<file path="config.mk">
export PLATFORM = sky130hd
export DESIGN_NAME = vccr_top
export DESIGN_NICKNAME = d
export VERILOG_FILES = /design/src/hdl/vccr_top.v /design/src/hdl/vccr_arbiter.v
export VERILOG_INCLUDE_DIRS = /design/src /design/src/hdl
export SDC_FILE = /design/constraint.sdc
export NUM_CORES = 1
export LEC_CHECK = 0
export ABC_AREA = 1
export BUFFER_PORTS_ARGS = -buffer_cell sky130_fd_sc_hd__buf_2
export CAP_MARGIN = 10
export CORE_MARGIN = 3
export CORE_UTILIZATION = 32
export CTS_CLUSTER_SIZE = 20
export DETAILED_ROUTE_END_ITERATION = 7
export GPL_ROUTABILITY_DRIVEN = 1
export PLACE_DENSITY = 0.78
export SLEW_MARGIN = 20
export SYNTH_ARGS = -nofsm -noshare
export SYNTH_HDL_FRONTEND = slang
export SYNTH_SLANG_ARGS = --single-unit
</file>
<file path="constraint.sdc">
create_clock -name SYS_CLK -period 1.1 [get_ports SYS_CLK]
set_input_delay 0.165 -clock SYS_CLK [delete_from_list [all_inputs] [get_ports SYS_CLK]]
set_output_delay 0.165 -clock SYS_CLK [all_outputs]
set_load 0.05 [all_outputs]
</file>
<file path="src/hdl/vccr_defs.vh">
// Constants for the virtual channel capability words
`ifndef VCCR_DEFS_VH
`define VCCR_DEFS_VH

`define VCCR_ADDR_W 12
`define VCCR_CAP_ONE_OFFSET 12'h154
`define VCCR_CAP_TWO_OFFSET 12'h158

`define VCCR_TBL_SIZE_MSB 11
`define VCCR_TBL_SIZE_LSB 10
`define VCCR_TBL_SIZE_VAL 2'h2
`define VCCR_REF_CLK_MSB 9
`define VCCR_REF_CLK_LSB 8
`define VCCR_REF_CLK_VAL 2'h0
`define VCCR_LP_COUNT_MSB 6
`define VCCR_LP_COUNT_LSB 4
`define VCCR_LP_COUNT_NORMAL 3'h1
`define VCCR_LP_COUNT_STRICT 3'h0
`define VCCR_EXT_TOTAL_MSB 2
`define VCCR_EXT_TOTAL_LSB 0
`define VCCR_EXT_TOTAL_VAL 3'h1

`define VCCR_TBL_LOC_MSB 31
`define VCCR_TBL_LOC_LSB 24
`define VCCR_TBL_LOC_VAL 8'h03
`define VCCR_TBL_LOC_NONE 8'h00
`define VCCR_SCHEME_MSB 7
`define VCCR_SCHEME_LSB 0
`define VCCR_SCHEME_VAL 8'h03
`define VCCR_SCHEME_NONE 8'h00

`define VCCR_CAP_RESET 32'h00000000

`endif

</file>
<file path="src/hdl/vccr_top.v">
// Virtual channel capability words with the channel arbiter they describe
`timescale 1ns/100ps
`default_nettype none
`include "vccr_defs.vh"

module vccr_top (
	// Clock and reset
	input wire SYS_CLK,
	input wire RST_B,
	input wire CLK_EN,
	// Configuration access
	input wire CFG_RD,
	input wire CFG_WR,
	input wire [`VCCR_ADDR_W-1:0] CFG_ADDR,
	input wire [31:0] CFG_WDATA,
	output reg [31:0] CFG_RDATA,
	output reg CFG_ACK,
	output reg CFG_HIT,
	// General control strap
	input wire STRICT_PRIO_EN,
	// Channel arbitration
	input wire VC0_REQ,
	input wire EXT_REQ,
	output wire VC0_GNT,
	output wire EXT_GNT,
	output reg ARB_TABLE_APPLY
);

	reg strict_r;
	reg [2:0] low_prio_count;
	reg [7:0] channel_arb_table_location;
	reg [7:0] channel_arb_scheme_mask;
	reg [31:0] cap_one;
	reg [31:0] cap_two;
	reg [31:0] rdata_nxt;
	reg hit_nxt;
	wire unused_wdata;

	// Write data has no destination here
	assign unused_wdata = ^CFG_WDATA;

	// Control bit is on the same clock, so one register is enough
	always @(posedge SYS_CLK or negedge RST_B) begin
		if (!RST_B) begin
			strict_r <= 1'b0;
		end else if (CLK_EN) begin
			strict_r <= STRICT_PRIO_EN;
		end
	end

	always @* begin
		if (strict_r) begin
			low_prio_count = `VCCR_LP_COUNT_STRICT;
		end else begin
			low_prio_count = `VCCR_LP_COUNT_NORMAL;
		end
		if (low_prio_count == 3'h0) begin
			channel_arb_table_location = `VCCR_TBL_LOC_NONE;
			channel_arb_scheme_mask = `VCCR_SCHEME_NONE;
		end else begin
			channel_arb_table_location = `VCCR_TBL_LOC_VAL;
			// Bit 0 fixed round-robin, bit 1 weighted 32 phases
			channel_arb_scheme_mask = `VCCR_SCHEME_VAL;
		end
		cap_one = `VCCR_CAP_RESET;
		cap_one[`VCCR_TBL_SIZE_MSB:`VCCR_TBL_SIZE_LSB] =
			`VCCR_TBL_SIZE_VAL;
		cap_one[`VCCR_REF_CLK_MSB:`VCCR_REF_CLK_LSB] =
			`VCCR_REF_CLK_VAL;
		cap_one[`VCCR_LP_COUNT_MSB:`VCCR_LP_COUNT_LSB] = low_prio_count;
		cap_one[`VCCR_EXT_TOTAL_MSB:`VCCR_EXT_TOTAL_LSB] =
			`VCCR_EXT_TOTAL_VAL;
		cap_two = `VCCR_CAP_RESET;
		cap_two[`VCCR_TBL_LOC_MSB:`VCCR_TBL_LOC_LSB] =
			channel_arb_table_location;
		cap_two[`VCCR_SCHEME_MSB:`VCCR_SCHEME_LSB] = channel_arb_scheme_mask;
	end

	always @* begin
		rdata_nxt = 32'h00000000;
		hit_nxt = 1'b0;
		case (CFG_ADDR)
			`VCCR_CAP_ONE_OFFSET: begin
				hit_nxt = 1'b1;
				rdata_nxt = cap_one;
			end
			`VCCR_CAP_TWO_OFFSET: begin
				hit_nxt = 1'b1;
				rdata_nxt = cap_two;
			end
			default: begin
				hit_nxt = 1'b0;
				rdata_nxt = 32'h00000000;
			end
		endcase
	end

	// Writes are acknowledged but change nothing
	always @(posedge SYS_CLK or negedge RST_B) begin
		if (!RST_B) begin
			CFG_RDATA <= 32'h00000000;
			CFG_ACK <= 1'b0;
			CFG_HIT <= 1'b0;
			ARB_TABLE_APPLY <= 1'b0;
		end else if (CLK_EN) begin
			CFG_ACK <= CFG_RD | CFG_WR;
			CFG_HIT <= (CFG_RD | CFG_WR) & hit_nxt;
			if (CFG_RD) begin
				CFG_RDATA <= rdata_nxt;
			end else begin
				CFG_RDATA <= 32'h00000000;
			end
			// Zero location leaves the table as a scratch pad
			ARB_TABLE_APPLY <= (channel_arb_table_location != 8'h00);
		end
	end

	vccr_arbiter u_arb (
		.clk(SYS_CLK),
		.rst_b(RST_B),
		.clk_en(CLK_EN),
		.strict_en(strict_r),
		.vc0_req(VC0_REQ),
		.ext_req(EXT_REQ),
		.vc0_gnt_r(VC0_GNT),
		.ext_gnt_r(EXT_GNT)
	);

endmodule // vccr_top

`default_nettype wire

</file>
<file path="src/hdl/vccr_arbiter.v">
// Channel arbiter between VC0 and the extended channel
`timescale 1ns/100ps
`default_nettype none

module vccr_arbiter (
	// Clock and reset
	input wire clk,
	input wire rst_b,
	input wire clk_en,
	// Mode
	input wire strict_en,
	// Requests and grants
	input wire vc0_req,
	input wire ext_req,
	output reg vc0_gnt_r,
	output reg ext_gnt_r
);

	reg last_ext_r;
	reg vc0_gnt_nxt;
	reg ext_gnt_nxt;

	always @* begin
		vc0_gnt_nxt = 1'b0;
		ext_gnt_nxt = 1'b0;
		if (strict_en) begin
			// Extended channel always wins, VC0 may starve
			ext_gnt_nxt = ext_req;
			vc0_gnt_nxt = vc0_req & ~ext_req;
		end else if (vc0_req & ext_req) begin
			ext_gnt_nxt = ~last_ext_r;
			vc0_gnt_nxt = last_ext_r;
		end else begin
			ext_gnt_nxt = ext_req;
			vc0_gnt_nxt = vc0_req;
		end
	end

	always @(posedge clk or negedge rst_b) begin
		if (!rst_b) begin
			vc0_gnt_r <= 1'b0;
			ext_gnt_r <= 1'b0;
			last_ext_r <= 1'b0;
		end else if (clk_en) begin
			vc0_gnt_r <= vc0_gnt_nxt;
			ext_gnt_r <= ext_gnt_nxt;
			if (vc0_gnt_nxt | ext_gnt_nxt) begin
				last_ext_r <= ext_gnt_nxt;
			end
		end
	end

endmodule // vccr_arbiter

`default_nettype wire

</file>
==> metrics.md <==
| Metric | Value |
|---|---|
| Post-Route WL | 1.43 mm |
| Number of remaining DRC errors | 0 |
| Clk root buf | clkbuf_4 |
| Total grt overflow | 0 |
| Number of core rows | 16 |
| R2R cell count | 5 |
| Setup TNS | 0 ns |
| Crit path kind | flip-flop to output pin |
| Die X | approximately 54 um |
| CP max-delay cell | dfrtp_1 |
| Part of the cycle the worst path needs | 95.4% |
| Placed Area | 802 um2 |
| WP buf/inv | 1 |
| First-pass GRT wire length | 2.05 mm |
| Clk buf depth | 2 |
| Leak Pwr | 0.519 nW |
| Sequential area share after synthesis | a little under two fifths |
| DPL Wire Length | approximately 1.2 mm |
| Data arrival time of the worst path | 0.88 ns |
| WP data required | between 0.9 and 1 ns |
| RSZ-0062 raised after global routing | true |
| FF-to-FF setup slack | 0.25 ns |
| Synth cell types | 16 |
| Fin crit period | 1.05 ns |
| FMAX | around 950 MHz |
| Pin count of the biggest net entering global routing | 12 |
| TritonCTS Buffers | 3 |
| Core area | 2080 um2 |
| CP max FO | 2 |
| Pwr dens | 1280 nW/um2 |
| Worst path cell trace | buf_2 |
| Starting Density | 35.6% |
| Clk sinks | 11 |
| Finished Cell Area | about 850 um2 |
| Starting DRT DRC Count | 17 |
| Per-cell routed wire length | just over 9 um |
| Status | finished, final reports clean |
| CTS tree | done |
| Share of layout cells above drive strength 1 | 32.5% |
| Endpoints failing setup | 0 |
| Via-to-Cell Ratio | 3.88 |
| RD Place Congestion | between 0.6 and 0.7 |
| Max_cap viols | 0 |
| Detail Route Antenna Nets | 0 |
| Hold path endpoint | strict_r |
| DR pass1 iterations | 2 |
| Die Height | around 54 um |
| RR Endpoint | CFG_RDATA[0] |
| CTS H-Tree Depth | 1 |
| Post-Syn Area | 742 um2 |
| Synth Instances | 95 |
| Initial antenna violation count | 0 |
| Area growth, synth to finish | 14.0% |
| Total power | 1.08 mW |
| Clk slew on worst S/H paths | about 0.070 ns |
| Cells on Worst Hold Path | 3 |
| Vias in the first global route | a little under 500 |
| Clock Latency Late Sink | 0.26 ns |
| Clk_skew | 0.00174 ns |
| Number of port buffers | 30 |
| Crit end category | output pin |
| Max-slew violations | 0 |
| Worst vdd ir | 0.408 mV |
| R2R Path Start | strict_r |
| Hold Path Class | input port to flip-flop |
| Synth warn | 0 |
| HP Start | STRICT_PRIO_EN |
| Die ar. | 2930 um2 |
| Crit-path max cell delay | around 0.36 ns |
| Final layout net count | about 180 |
| Final hold vios | 0 |
| Antenna Cells | 0 |
| I/O Pins | 89 |
| Hold WS | 0.137 ns |
| Via count | 593 |
| Critical Path Source Type | flip-flop |
| Critical path's top delay family | flip-flops |
| Mean Syn Cell Area | 7.81 um2 |
| Yosys reg bits | 11 |
| Total Routing Usage GR | 9.55% |
## logic make-up (layout without fill, tap and decap cells)
| logic type | count (synthesis) | in the layout | synth area share (%) |
|---|---|---|---|
| flops | 11 | 11 | 37.1 |
| simple gates | 39 | 39 | 23.4 |
| compound gates | 6 | 6 | 5.06 |
| buf+inv | 38 | 44 | 33.9 |
| other cells | 1 | 26 | 0.505 |
## area by class of cell
class	instances	area, um2
fill	242	1240
tap	27	33.8
timing repair buffer	31	168
inverter	9	33.8
multi-input combinational	71	309
clock buffer	4	26.3
sequential	11	275
## cell usage after synthesis
master,number,area [um2]
inv_2,2,7.51
buf_4,29,218
nor2_1,4,15.0
dfrtp_1,11,275
o221ai_1,1,8.76
nand2_2,2,12.5
nand3_1,6,30.0
conb_1,1,3.75
nor2_2,2,12.5
inv_1,7,26.3
o21ai_0,2,10.0
o21ai_2,1,8.76
o21ai_1,2,10.0
nand4_1,1,6.26
nor2_4,1,11.3
nand2_1,23,86.3
## worst max path at each step
stage | start | end | slack, ns | depth (start not counted)
after global routing | CFG_RDATA[24] | CFG_RDATA[24] | -0.003 | 1
after detailed placement | CFG_ADDR[5] | CFG_RDATA[0] | 0.22 | 6
final | ARB_TABLE_APPLY | ARB_TABLE_APPLY | 0.05 | 1
after floorplan | CFG_RDATA[24] | CFG_RDATA[24] | 0.01 | 1
after CTS | CFG_RDATA[24] | CFG_RDATA[25] | -0.007 | 1
after global placement | CFG_ADDR[5] | CFG_RDATA[0] | 0.26 | 6
## per-layer routing
layer | vias to the layer above | part of all wire [%] | global-route usage [%]
met4 | 0 | 0 | 3.73
met3 | 0 | 16 | 2.49
met1 | 252 | 38 | 11.9
li1 | 300 | - | -
met2 | 41 | 46 | 15.5
met5 | - | 0 | 0
## cell usage in the layout (no fill, tap or decap)
| cell | instances |
|---|---|
| inv_1 | 7 |
| o21ai_0 | 2 |
| o221ai_1 | 1 |
| clkbuf_4 | 3 |
| o21ai_1 | 2 |
| nand4_1 | 1 |
| nor2_4 | 1 |
| buf_2 | 27 |
| nor2_2 | 2 |
| nand2_1 | 23 |
| inv_2 | 2 |
| buf_4 | 3 |
| clkbuf_1 | 1 |
| nand3_1 | 6 |
| conb_1 | 26 |
| o21ai_2 | 1 |
| nor2_1 | 4 |
| dfrtp_1 | 11 |
| nand2_2 | 2 |
| dlygate4sd3_1 | 1 |
## per-stage QoR
step / cells / utilization (%) / setup WS [ns]
4_1_cts: 153 / 40.3 / -0.00721
6_report: 153 / 40.6 / 0.0506
3_5_place_dp: 148 / 38.5 / 0.215
2_1_floorplan: 120 / - / 0.0129
5_1_grt: 153 / 40.6 / -0.00282
3_3_place_gp: 148 / 38.5 / 0.260
## power by group
| part | switching [mW] | internal (mW) |
|---|---|---|
| sequential | 0.0126 | 0.428 |
| clock | 0.121 | 0.140 |
| combinational | 0.320 | 0.0586 |
| total | 0.454 | 0.627 |
## timing repair
item | CTS | global route
hold endpoints to repair | 11 | 0
resized for setup | 0 | 6
buffers inserted | 0 | 0
hold buffers | 1 | 0
setup endpoints to repair | 3 | 3
## sequential cells by signal, indices dropped and copies added (netlist names)
name,cells
CFG_RDATA,4
ARB_TABLE_APPLY,1
CFG_ACK,1
CFG_HIT,1
strict_r,1
u_arb.ext_gnt_r,1
u_arb.last_ext_r,1
u_arb.vc0_gnt_r,1
No activity file was read; power rests on OpenSTA's default activity.
